==> src/logic/scfg_consts.svh <==
`ifndef SCFG_CONSTS_SVH
`define SCFG_CONSTS_SVH

`define SCFG_GEN_ADDR      8'h03
`define SCFG_MODE_ADDR     8'h04
`define SCFG_GEN_RST       8'hD2
`define SCFG_MODE_RST      8'h80
`define SCFG_GEN_SHARED    8'h92
`define SCFG_MODE_MASK     8'hB0
`define SCFG_GEN_CRC_EN    7
`define SCFG_GEN_AUTO_ACK  5
`define SCFG_GEN_FILTER    4
`define SCFG_GEN_PASS      3
`define SCFG_GEN_PCLK_AUTO 1
`define SCFG_MODE_FAILSAFE 7
`define SCFG_MODE_CRC_CLR  5
`define SCFG_MODE_GATE     4

`endif

==> src/logic/scfg_pkg.sv <==
package scfg_pkg;

    typedef enum logic [0:0] {
        ACK_IDLE,
        ACK_WAIT
    } scfg_ack_e;

    typedef logic [7:0] scfg_byte_t;

endpackage

==> src/logic/scfg_regs.sv <==
// Functional notes
// - The back-channel CRC checker runs only while general configuration bit 7 is 1, reset 1.
// - With auto-acknowledge (bit 5, reset 0) set, remote writes are acknowledged at once.
// - With auto-acknowledge set, no remote not-acknowledge reaches the local master.
// - With filter (bit 4, reset 1) set, sync and enable pulses under two cycles are rejected.
// - With pass-through (bit 3, reset 0) set, alias-matching transactions are forwarded.
// - Auto-acknowledge and pass-through are kept per port, second copy chosen by port select.
// - With automatic clock (bit 1, reset 1) set, the internal oscillator is used without clock.
// - Mode bit 7 picks failsafe level, 0 high and 1 low, register reset 0x80.
// - CRC error counters are held clear while mode bit 5 is 1, which never self-clears.
// - Mode bit 4 gates RGB data with data enable, otherwise RGB passes unchanged.
`timescale 1ns/10ps
`include "scfg_consts.svh"

module scfg_regs #(
    parameter int RGB_W = 24
) (
    input  wire logic             core_clk_i,
    input  wire logic             reset_i,
    input  wire logic [7:0]       reg_addr_i,
    input  wire logic             reg_wr_i,
    input  wire logic [7:0]       reg_wdata_i,
    input  wire logic             reg_rd_i,
    input  wire logic             second_port_select_i,
    input  wire logic             remote_wr_i,
    input  wire logic             req_port_i,
    input  wire logic             far_done_i,
    input  wire logic             far_nack_i,
    input  wire logic             alias_match_i,
    input  wire logic             pclk_present_i,
    input  wire logic             data_enable_i,
    input  wire logic             horizontal_sync_i,
    input  wire logic             vertical_sync_i,
    input  wire logic [RGB_W-1:0] rgb_i,
    output logic [7:0]            reg_rdata_o,
    output logic                  reg_rvalid_o,
    output logic                  crc_check_en_o,
    output logic                  crc_count_clear_o,
    output logic [1:0]            auto_ack_o,
    output logic [1:0]            pass_through_o,
    output logic                  forward_o,
    output logic                  local_ack_o,
    output logic                  local_nack_o,
    output logic                  use_internal_osc_o,
    output logic                  failsafe_level_o,
    output logic                  data_enable_o,
    output logic                  horizontal_sync_o,
    output logic                  vertical_sync_o,
    output logic [RGB_W-1:0]      rgb_o
);

    scfg_pkg::scfg_byte_t  gen_q,  gen_d;
    scfg_pkg::scfg_byte_t  mode_q, mode_d;
    logic [1:0]            auto_ack_q, auto_ack_d;
    logic [1:0]            pass_q, pass_d;
    scfg_pkg::scfg_byte_t  rdata_q, rdata_d;
    logic                  rvalid_q, rvalid_d;
    logic                  osc_q, osc_d;
    logic                  fsafe_q, fsafe_d;
    logic                  fwd_q, fwd_d;
    scfg_pkg::scfg_ack_e   state_q, state_d;
    logic                  ack_q, ack_d;
    logic                  nack_q, nack_d;
    logic [2:0]            in_q, in_d;
    logic [2:0]            sync_q, sync_d;
    logic [RGB_W-1:0]      rgb_q, rgb_d;
    logic [2:0]            sync_in;

    function automatic scfg_pkg::scfg_byte_t read_reg(input logic [7:0] addr,
                                                      input logic       port);
        scfg_pkg::scfg_byte_t v;
        v = 8'h00;
        if (addr == `SCFG_GEN_ADDR) begin
            v = gen_q & `SCFG_GEN_SHARED;
            v[`SCFG_GEN_AUTO_ACK] = auto_ack_q[port];
            v[`SCFG_GEN_PASS] = pass_q[port];
        end else if (addr == `SCFG_MODE_ADDR) begin
            v = mode_q & `SCFG_MODE_MASK;
        end
        return v;
    endfunction

    assign sync_in = {vertical_sync_i, horizontal_sync_i, data_enable_i};

    // Register writes and reads
    always_comb begin
        gen_d      = gen_q;
        mode_d     = mode_q;
        auto_ack_d = auto_ack_q;
        pass_d     = pass_q;
        rdata_d    = rdata_q;
        rvalid_d   = reg_rd_i;
        if (reg_wr_i && reg_addr_i == `SCFG_GEN_ADDR) begin
            gen_d = reg_wdata_i & `SCFG_GEN_SHARED;
            auto_ack_d[second_port_select_i] = reg_wdata_i[`SCFG_GEN_AUTO_ACK];
            pass_d[second_port_select_i] = reg_wdata_i[`SCFG_GEN_PASS];
        end
        if (reg_wr_i && reg_addr_i == `SCFG_MODE_ADDR) begin
            mode_d = reg_wdata_i & `SCFG_MODE_MASK;
        end
        if (reg_rd_i) begin
            rdata_d = read_reg(reg_addr_i, second_port_select_i);
        end
    end

    // Derived controls
    always_comb begin
        osc_d   = gen_q[`SCFG_GEN_PCLK_AUTO] && !pclk_present_i;
        fsafe_d = !mode_q[`SCFG_MODE_FAILSAFE];
        fwd_d   = alias_match_i && pass_q[req_port_i];
    end

    // Remote write acknowledge
    always_comb begin
        state_d = state_q;
        ack_d   = 1'b0;
        nack_d  = 1'b0;
        unique case (state_q)
            scfg_pkg::ACK_IDLE: begin
                if (remote_wr_i) begin
                    if (auto_ack_q[req_port_i]) begin
                        ack_d = 1'b1;
                    end else begin
                        state_d = scfg_pkg::ACK_WAIT;
                    end
                end
            end
            scfg_pkg::ACK_WAIT: begin
                if (far_done_i) begin
                    ack_d   = !far_nack_i;
                    nack_d  = far_nack_i;
                    state_d = scfg_pkg::ACK_IDLE;
                end
            end
        endcase
    end

    // Two-cycle glitch filter and RGB gating
    always_comb begin
        in_d = sync_in;
        if (gen_q[`SCFG_GEN_FILTER]) begin
            sync_d = (~(sync_in ^ in_q) & sync_in) | ((sync_in ^ in_q) & sync_q);
        end else begin
            sync_d = sync_in;
        end
        if (mode_q[`SCFG_MODE_GATE] && !data_enable_i) begin
            rgb_d = '0;
        end else begin
            rgb_d = rgb_i;
        end
    end

    always_ff @(posedge core_clk_i) begin
        if (reset_i) begin
            gen_q      <= `SCFG_GEN_RST & `SCFG_GEN_SHARED;
            mode_q     <= `SCFG_MODE_RST;
            auto_ack_q <= {2{1'b0}};
            pass_q     <= {2{1'b0}};
            rdata_q    <= 8'h00;
            rvalid_q   <= 1'b0;
            osc_q      <= 1'b0;
            fsafe_q    <= 1'b0;
            fwd_q      <= 1'b0;
            state_q    <= scfg_pkg::ACK_IDLE;
            ack_q      <= 1'b0;
            nack_q     <= 1'b0;
            in_q       <= 3'h0;
            sync_q     <= 3'h0;
            rgb_q      <= '0;
        end else begin
            gen_q      <= gen_d;
            mode_q     <= mode_d;
            auto_ack_q <= auto_ack_d;
            pass_q     <= pass_d;
            rdata_q    <= rdata_d;
            rvalid_q   <= rvalid_d;
            osc_q      <= osc_d;
            fsafe_q    <= fsafe_d;
            fwd_q      <= fwd_d;
            state_q    <= state_d;
            ack_q      <= ack_d;
            nack_q     <= nack_d;
            in_q       <= in_d;
            sync_q     <= sync_d;
            rgb_q      <= rgb_d;
        end
    end

    assign reg_rdata_o        = rdata_q;
    assign reg_rvalid_o       = rvalid_q;
    assign crc_check_en_o     = gen_q[`SCFG_GEN_CRC_EN];
    assign crc_count_clear_o  = mode_q[`SCFG_MODE_CRC_CLR];
    assign auto_ack_o         = auto_ack_q;
    assign pass_through_o     = pass_q;
    assign forward_o          = fwd_q;
    assign local_ack_o        = ack_q;
    assign local_nack_o       = nack_q;
    assign use_internal_osc_o = osc_q;
    assign failsafe_level_o   = fsafe_q;
    assign data_enable_o      = sync_q[0];
    assign horizontal_sync_o  = sync_q[1];
    assign vertical_sync_o    = sync_q[2];
    assign rgb_o              = rgb_q;
endmodule

==> config.mk <==
export PLATFORM = sky130hd
export DESIGN_NAME = scfg_regs
export DESIGN_NICKNAME = d
export VERILOG_FILES = /design/src/logic/scfg_pkg.sv /design/src/logic/scfg_regs.sv
export VERILOG_INCLUDE_DIRS = /design/src /design/src/logic
export SDC_FILE = /design/constraint.sdc
export NUM_CORES = 1
export LEC_CHECK = 0
export BUFFER_PORTS_ARGS = -buffer_cell sky130_fd_sc_hd__buf_2
export CAP_MARGIN = 20
export CELL_PAD_IN_SITES_DETAIL_PLACEMENT = 0
export CELL_PAD_IN_SITES_GLOBAL_PLACEMENT = 1
export CORE_MARGIN = 1.5
export CORE_UTILIZATION = 34
export DETAILED_ROUTE_END_ITERATION = 8
export HOLD_SLACK_MARGIN = 0.05
export PLACE_DENSITY_LB_ADDON = 0.3
export SLEW_MARGIN = 20
export SYNTH_ARGS = -nofsm -noshare
export SYNTH_HDL_FRONTEND = slang
export SYNTH_SLANG_ARGS = --single-unit
==> constraint.sdc <==
create_clock -name core_clk_i -period 4.46 [get_ports core_clk_i]
set_clock_uncertainty 0.2 [all_clocks]
set_input_delay 0.892 -clock core_clk_i [delete_from_list [all_inputs] [get_ports core_clk_i]]
set_output_delay 0.892 -clock core_clk_i [all_outputs]
set_load 0.01 [all_outputs]
==> results.cfg, run 1 <==
[yosys]
post_synth_num_cell_types = 30
synth-seq-cells = 52
share_of_flip_flops_with_an_asynchronous_set_or_reset_pct = 0
synth.yosys.seq_area_share_pct = 56.71
synthesis.area_per_instance_um2 = 10.55
synth.area.top_cells = sky130_fd_sc_hd__dfxtp_1 (57%), sky130_fd_sc_hd__and2_1 (8.2%), sky130_fd_sc_hd__mux2i_1 (7.1%), sky130_fd_sc_hd__nand2b_1 (3.7%), sky130_fd_sc_hd__nor2_1 (2.5%)
synthCells = 174
share_of_the_synthesized_area_in_the_top_cell_type_pct = 56.71
ys.flop_type = sky130_fd_sc_hd__dfxtp_1
synth.largest_area_cell = sky130_fd_sc_hd__dfxtp_1
yosys_warnings = 0
synthesis.area_um2 = 1836
number_of_flops_mapped_to_enable_cells_by_yosys = 0

[cts]
cts.reportedPaths.clkPinSlew_ns = 0.09
cts_resized = 0
cts_num_sinks = 52
insertion_delay_ns = 0.30
tritoncts.num_buffers = 5
cts_hold_buffers = 0
tritoncts = built
cts-htree-levels = 2
max-clock-path-buffers = 2
ctsRootBufferMaster = sky130_fd_sc_hd__clkbuf_8
post-cts-setup-buffers = 0

[detailed_routing]
via_count = 1505
detail_route.vias_per_cell = 4.426
wl_met1_um = 1665
drc_errors = 0
met2_length_um = 1688
routed_wire_length_um = 3743
ant_nets = 0
dr.first_iter.drc_count = 63
topRoutingLayerUsed = met4
detail_route.wl_per_cell_um = 11.01
drt_pass1_iterations = 4
wl_met3_um = 336

[floorplan]
area_of_the_die_um2 = 5848
fp.coreArea_um2 = 5140
die_w_um = 76.48
std_cell_rows = 26
fp.dieH_um = 76.48
floorplan.initialDensity_pct = 35.71
io_pins = 101

[status]
status = complete, no violations

[sta]
final.period_utilization_pct = 45.06
setup_tns_ns = 0
grt_setup_unrepaired = no
achievable_frequency_mhz = 497.6
max_slew_margin_pct = 61.40
timing.final.max_slew_violations = 0
final-setup-viol-count = 0
hold_violations = 0
worst_slack_ns = 2.450
timing.final.crit_period_ns = 2.010
worst_pin_slew_ns = 0.5778

[setup_path]
crit_path_start_kind = input pin
critical_path_peak_fanout = 9
regToRegSetupSlack_ns = 3.30
critical_path_class = input pin to flop
worstPathArrival_ns = 2.04
setup.worst_path.end_class = flop
required_ns = 4.49

[final_layout]
syn_to_final_growth_pct = 36.26
post_route_cells_drive_above_1_share_pct = 40.74
layout.cells.non_filler = 340
antenna-diode-count = 0
layout.nets = 323
nFillCells = 526
register_area_um2 = 1041
commonest_non_fill_non_tap_cell_in_the_layout = sky130_fd_sc_hd__buf_2
multiInputGateArea_um2 = 745.7
most-common-layout-cells = sky130_fd_sc_hd__buf_2 (94), sky130_fd_sc_hd__dfxtp_1 (52), sky130_fd_sc_hd__and2_1 (24)

[pwr]
vdd_drop_max_mv = 0.1888
p_leak_nw = 1.251
power_per_cell_area_nw_per_um2 = 377.8

[grt]
grt_first_pass_wirelength_um = 5968
grt_use_total_pct = 12.93
antenna_found_initial = 0
grt_pass1_vias = 1369
grt_start_max_net_pins = 35
grt-ovfl-total = 0

[place]
detailed_place_hpwl_um = 2823
io_buffers = 94
gp_routability_congestion = 0.7531
dp.cells = 332
place_ws_ns = 2.135

[min_path]
hold_path.class = flop to flop

[run]
max-cap-violations = 0
==> flip-flops by register name, summed over array words and instances, names as in the netlist, named ones only <==
signal / cells
auto_ack_o: 2
failsafe_level_o: 1
forward_o: 1
gen_q: 3
in_q: 3
local_ack_o: 1
local_nack_o: 1
mode_q: 3
pass_through_o: 2
reg_rdata_o: 5
reg_rvalid_o: 1
rgb_o: 24
state_q: 1
use_internal_osc_o: 1
==> power breakdown <==
group,switching [mW],internal (mW)
logic,0.0392,0.0411
clock network,0.153,0.226
registers,0.00482,0.481
==> layer usage <==
metal / global-route usage [%] / vias up
li1: - / 770
met1: 15.07 / 664
met2: 20.98 / 65
met3: 5.509 / 6
met4: 5.000 / 0
met5: 0 / -
==> synth_stat cells (2+ instances only) <==
library cell / count
sky130_fd_sc_hd__dfxtp_1: 52
sky130_fd_sc_hd__and2_1: 24
sky130_fd_sc_hd__mux2i_1: 13
sky130_fd_sc_hd__nor2_1: 12
sky130_fd_sc_hd__nand2b_1: 11
sky130_fd_sc_hd__a21oi_1: 6
sky130_fd_sc_hd__clkbuf_1: 6
sky130_fd_sc_hd__nand2_1: 5
sky130_fd_sc_hd__nand3_1: 5
sky130_fd_sc_hd__nor3b_1: 5
sky130_fd_sc_hd__o21ai_0: 4
sky130_fd_sc_hd__a21o_1: 3
sky130_fd_sc_hd__buf_4: 3
sky130_fd_sc_hd__inv_1: 3
sky130_fd_sc_hd__nor2b_1: 3
sky130_fd_sc_hd__a31oi_1: 2
sky130_fd_sc_hd__mux2_2: 2
sky130_fd_sc_hd__nand4_1: 2
sky130_fd_sc_hd__o22ai_1: 2
==> layout make-up <==
type,count,area share (%)
Timing Repair Buffer,95,19.11
Tap cell,70,3.502
Multi-Input combinational cell,112,29.81
Sequential cell,52,41.62
Clock buffer,5,2.751
Clock inverter,3,2.751
Inverter,3,0.4502
==> kinds of logic (layout without fill, tap and decap cells) <==
logic type             Yosys count  in the layout  synth area share (%)
flip-flops                      52             52                 56.71
AO/OA/AOI/OAI                   20             20                 6.680
other                            1              3                0.2043
buffers and inverters           12            106                 3.067
AND/OR/NAND/NOR                 74             74                 25.02
multiplexers                    15             15                 8.316
==> critical path, stage by stage <==
cell and delay [ns]:
sky130_fd_sc_hd__buf_2 0.11, sky130_fd_sc_hd__nor4_4 0.51, sky130_fd_sc_hd__and4_2 0.35, sky130_fd_sc_hd__mux2i_1 0.17
==> through the flow <==
stage | util, % | instance area [µm²] | total power, mW | hold WS [ns]
floorplan | - | 1843 | 0.5360 | 0.2035
global placement | 45.98 | 2364 | 0.5768 | 0.2208
detailed placement | 45.98 | 2364 | 0.5776 | 0.2204
CTS | 48.66 | 2501 | 0.9619 | 0.2369
global route | 48.66 | 2501 | 0.9906 | 0.2670
finish | 48.66 | 2501 | 0.9448 | 0.2380
==> path summary, 6_finish.rpt <==
kind / depth (start not counted) / to / start
setup reg to reg: 3 / reg_rdata_o[5]$_SDFFE_PP0P_ / auto_ack_o[1]$_SDFFE_PP0P_
hold / removal: 1 / failsafe_level_o$_SDFF_PP0_ / mode_q[7]$_SDFFE_PP1P_
hold reg to reg: 1 / failsafe_level_o$_SDFF_PP0_ / mode_q[7]$_SDFFE_PP1P_
setup / recovery: 4 / auto_ack_o[1]$_SDFFE_PP0P_ / reg_addr_i[5]
No activity file was read; power rests on OpenSTA's default activity.
==> run 2, diff against run 1 <==
Settings changed: CORE_UTILIZATION 34 to 31.
Clock period 4.46 ns to 2.1 ns, I/O delays scaled along.
==> run 2 against run 1 <==
Effect of this change: critical path depth shrank 3; die area grew 9.3%; register-to-register slack lost 2.4 ns; combinational power grew 120%; largest cell class unchanged.
==> results.cfg, run 2 (synthesis gave the netlist of run 1 again) <==
[cts]
max-clock-path-buffers = 2
insertion_delay_ns = 0.30
tritoncts.num_buffers = 5
cts.reportedPaths.clkPinSlew_ns = 0.10
cts-htree-levels = 2
ctsRootBufferMaster = sky130_fd_sc_hd__clkbuf_8
cts_num_sinks = 52
tritoncts = built
cts_hold_buffers = 0
post-cts-setup-buffers = 0
cts_resized = 0

[min_path]
hold_path.class = input pin to flop
worstHoldPathCells = 2
hp-start = pclk_present_i
holdPathEnd = use_internal_osc_o$_SDFF_PP0_

[sta]
hold_violations = 0
timing.final.max_slew_violations = 0
worst_slack_ns = 0.6445
setup_tns_ns = 0
final.period_utilization_pct = 69.31
final-setup-viol-count = 0
achievable_frequency_mhz = 687.0
timing.final.crit_period_ns = 1.456
grt_setup_unrepaired = no

[floorplan]
io_pins = 101
fp.dieH_um = 79.95
std_cell_rows = 27
floorplan.initialDensity_pct = 32.73
die_w_um = 79.95
area_of_the_die_um2 = 6392
fp.coreArea_um2 = 5608

[setup_path]
setup.worst_path.end_class = output port
regToRegSetupSlack_ns = 0.94
required_ns = 1.48
timing.critical_path.cells = buf_2
critPathSlowestCell = sky130_fd_sc_hd__dfxtp_1
critPathBufInv = 1
reg2reg_from = auto_ack_o[1]$_SDFFE_PP0P_
timing.critical_path.max_delay_family = flip-flops
crit_path_start_kind = flop
timing.critical_path.slowest_cell_delay_ns = 0.39
worstRegToRegCells = 3
worstPathArrival_ns = 0.84
critical_path_peak_fanout = 4
cp_num_cells = 1
critical_path_class = flop to output port
timing.rr.end = reg_rdata_o[5]$_SDFFE_PP0P_

[pwr]
vdd_drop_max_mv = 0.3781
p_leak_nw = 1.252
power_per_cell_area_nw_per_um2 = 753.1

[detailed_routing]
detail_route.vias_per_cell = 4.371
dr.first_iter.drc_count = 39
detail_route.wl_per_cell_um = 11.41
ant_nets = 0
drc_errors = 0
via_count = 1508
routed_wire_length_um = 3937
drt_pass1_iterations = 4

[grt]
grt-ovfl-total = 0
grt_start_max_net_pins = 25
grt_use_total_pct = 12.76
antenna_found_initial = 0
grt_first_pass_wirelength_um = 6210
grt_pass1_vias = 1433

[place]
dp.cells = 337
place_ws_ns = 0.3884
detailed_place_hpwl_um = 3024
io_buffers = 94
gp_routability_congestion = 0.7217

[status]
status = complete, no violations

[final_layout]
commonest_non_fill_non_tap_cell_in_the_layout = sky130_fd_sc_hd__buf_2
antenna-diode-count = 0
syn_to_final_growth_pct = 36.20
most-common-layout-cells = sky130_fd_sc_hd__buf_2 (94), sky130_fd_sc_hd__dfxtp_1 (52), sky130_fd_sc_hd__and2_1 (24)
post_route_cells_drive_above_1_share_pct = 41.39
largest_reg_flops = 24
layout.nets = 326
layout.cells.non_filler = 345

[run]
max-cap-violations = 0
## run 2: worst max path at each step
stage                              startpoint                             end  slack [ns]
6_report       pass_through_o[1]$_SDFFE_PP0P_               pass_through_o[1]        0.64
3_3_place_gp                    reg_addr_i[5]  pass_through_o[1]$_SDFFE_PP0P_        0.41
4_1_cts            auto_ack_o[0]$_SDFFE_PP0P_                   auto_ack_o[0]        0.63
5_1_grt            auto_ack_o[0]$_SDFFE_PP0P_                   auto_ack_o[0]        0.59
2_1_floorplan                   reg_addr_i[5]      auto_ack_o[1]$_SDFFE_PP0P_        0.51
3_5_place_dp                    reg_addr_i[5]      auto_ack_o[1]$_SDFFE_PP0P_        0.39
## run 2: routing by layer
metal | share of wire (%) | GRT usage, % | up-vias
li1 | - | - | 777
met4 | 0.76 | 4.655 | 0
met1 | 42 | 14.20 | 655
met3 | 12 | 6.743 | 2
met5 | 0 | 0 | -
met2 | 46 | 20.59 | 74
## run 2: stage by stage
stage | hold WS (ns) | area, µm² | power, mW | util [%]
2_1_floorplan | 0.2035 | 1843 | 1.138 | -
3_3_place_gp | 0.2272 | 2389 | 1.229 | 42.59
3_5_place_dp | 0.2214 | 2389 | 1.232 | 42.59
4_1_cts | 0.06360 | 2500 | 1.919 | 44.58
5_1_grt | 0.06818 | 2500 | 1.974 | 44.58
6_report | 0.07864 | 2500 | 1.883 | 44.58
## run 2: area by class of cell
cell class / count / area (µm²)
multi-input cells: 112 / 745.7
inverters: 3 / 11.26
clock buffers: 5 / 68.82
clock inverters: 3 / 42.54
repair buffers: 98 / 500.5
fillers: 566 / 3108
well taps: 72 / 90.09
flip-flops and latches: 52 / 1041
## run 2: where the power goes
group          switching, mW  internal, mW  total (mW)  leakage (nW)
sequential           0.00995          1.02        1.03         0.428
clock                  0.324         0.353       0.677        0.0541
combinational         0.0853        0.0898       0.175         0.769
==> run 3, diff against run 2 <==
Settings changed: CORE_UTILIZATION 31 to 28.
Clock period 2.1 ns to 1.2 ns, I/O delays scaled along.
==> run 3 against run 2 <==
Effect of this change: the run now ends with setup timing left; clock-buffer cell count increased by 2; first-iteration DRC count decreased by 28%; register-to-register slack got worse by 0.92 ns; global-route usage up 0.57 points; design area grew 26%; worst hold slack about the same; sequential power grew 76%; sequential share of layout area fell by 7.6 points.
==> results.cfg, run 3 (synthesis gave the netlist of run 1 again) <==
[place]
io_buffers = 94
dpl-instance-area_um2 = 2479
gp_routability_congestion = 0.6884
detailed_place_hpwl_um = 3134

[setup_path]
required_ns = 0.76
critical_path_class = flop to output port
critPathSlowestCell = sky130_fd_sc_hd__dfxtp_4
crit_path_start_kind = flop
timing.critical_path.slowest_cell_delay_ns = 0.37
timing.critical_path.cells = buf_6
worstPathArrival_ns = 0.78
timing.critical_path.max_delay_family = flip-flops
critPathBufInv = 1
critical_path_peak_fanout = 4
setup.worst_path.end_class = output port

[cts]
ctsRootBufferMaster = sky130_fd_sc_hd__clkbuf_8
cts_num_sinks = 52
max-clock-path-buffers = 2
tritoncts = built
cts-htree-levels = 2
insertion_delay_ns = 0.30
tritoncts.num_buffers = 5
cts.reportedPaths.clkPinSlew_ns = 0.08

[floorplan]
floorplan.initialDensity_pct = 28.91
die_w_um = 83.97
fp.dieH_um = 83.97
io_pins = 101
area_of_the_die_um2 = 7050
fp.coreArea_um2 = 6350
std_cell_rows = 29

[final_layout]
largest_reg_flops = 24
layout.nets = 380
antenna-diode-count = 0
most-common-layout-cells = sky130_fd_sc_hd__buf_2 (73), sky130_fd_sc_hd__dlygate4sd3_1 (36), sky130_fd_sc_hd__dfxtp_1 (30)
syn_to_final_growth_pct = 71.57
post_route_cells_drive_above_1_share_pct = 46.79
commonest_non_fill_non_tap_cell_in_the_layout = sky130_fd_sc_hd__buf_2
design_area_um2 = 3149
nFillCells = 573

[grt]
grt_start_max_net_pins = 25
met2_usage_pct = 23.09
groute.layer.met3.usage_pct = 5.935
grt_use_total_pct = 13.33
grt_pass1_vias = 1771
antenna_found_initial = 0
grt-ovfl-total = 0
grt_first_pass_wirelength_um = 7603
most_used_layer_global_route = met2
globalRouteMet1Util_pct = 14.84

[detailed_routing]
dr.first_iter.drc_count = 28
ant_nets = 0
routed_wire_length_um = 4688
drc_errors = 0
detail_route.wl_per_cell_um = 11.60
drt_pass1_iterations = 4
detail_route.vias_per_cell = 4.317
via_count = 1744

[sta]
timing.final.max_slew_violations = 0
hold_violations = 0
timing.hold.ws_ns = 0.07846
final.period_utilization_pct = 101.3
worst_slack_ns = -0.01552
timing.final.crit_period_ns = 1.216
final-setup-viol-count = 2
setup_tns_ns = -0.02438
achievable_frequency_mhz = 822.7
grt_setup_unrepaired = yes

[pwr]
power_per_cell_area_nw_per_um2 = 1028
p_leak_nw = 1.513
vdd_drop_max_mv = 0.5118

[status]
failing_checks = setup timing
status = complete, but fails checks

[run]
max-cap-violations = 0

[min_path]
hold_path.class = input pin to flop
[run 3: cell types whose count changed in the layout (fill, tap and decap cells not counted), moves of 2 or more]
cell and change:
sky130_fd_sc_hd__dlygate4sd3_1 +36, sky130_fd_sc_hd__dfxtp_1 -22, sky130_fd_sc_hd__buf_2 -21, sky130_fd_sc_hd__buf_6 +21, sky130_fd_sc_hd__dfxtp_2 +20, sky130_fd_sc_hd__buf_4 +18, sky130_fd_sc_hd__clkbuf_1 +2, sky130_fd_sc_hd__dfxtp_4 +2
[run 3: metrics by stage]
stage	power [mW]	std cells	worst slack (ns)	util, %
final	3.238	404	-0.01552	49.60
after global routing	3.414	404	-0.04940	49.60
after CTS	3.269	403	-0.03158	48.45
after detailed placement	2.172	353	-0.2698	39.03
after global placement	2.172	353	-0.2471	39.03
after floorplan	1.992	176	-0.1953	-
[run 3: power by group]
group          leakage [nW]  internal, mW  total [mW]  switching, mW
clock                0.0424         0.418       0.988          0.570
combinational          1.03         0.272       0.442          0.170
sequential            0.436          1.79        1.81         0.0222
[run 3: final cells by class]
| type | instances | area [µm²] | area share (%) |
|---|---|---|---|
| Clock buffer | 7 | 76.32 | 2.424 |
| Clock inverter | 1 | 8.758 | 0.2781 |
| Inverter | 3 | 11.26 | 0.3576 |
| Multi-Input combinational cell | 112 | 755.7 | 24.00 |
| Sequential cell | 52 | 1074 | 34.09 |
| Tap cell | 77 | 96.34 | 3.059 |
| Timing Repair Buffer | 152 | 1127 | 35.80 |
[run 3: routing by layer]
layer,wire (µm),up-vias
met5,0,-
met3,505,2
met1,1943,785
li1,-,883
met2,2225,74
met4,14,0
[run 3: path summary, 6_finish.rpt]
kind / depth (start not counted) / slack (ns) / end / startpoint
max: 1 / -0.02 / auto_ack_o[1] / auto_ack_o[1]$_SDFFE_PP0P_
min: 3 / 0.08 / auto_ack_o[0]$_SDFFE_PP0P_ / reg_wdata_i[5]
max reg2reg: 4 / 0.02 / reg_rdata_o[3]$_SDFFE_PP0P_ / pass_through_o[0]$_SDFFE_PP0P_
min reg2reg: 2 / 0.26 / flop / flop
[run 3: what timing repair did]
item	in CTS	in global routing
pin swaps	0	2
hold endpoints to repair	42	0
endpoints found under the setup margin	17	49
buffers inserted	6	1
hold buffers	36	0
resized for setup	29	18
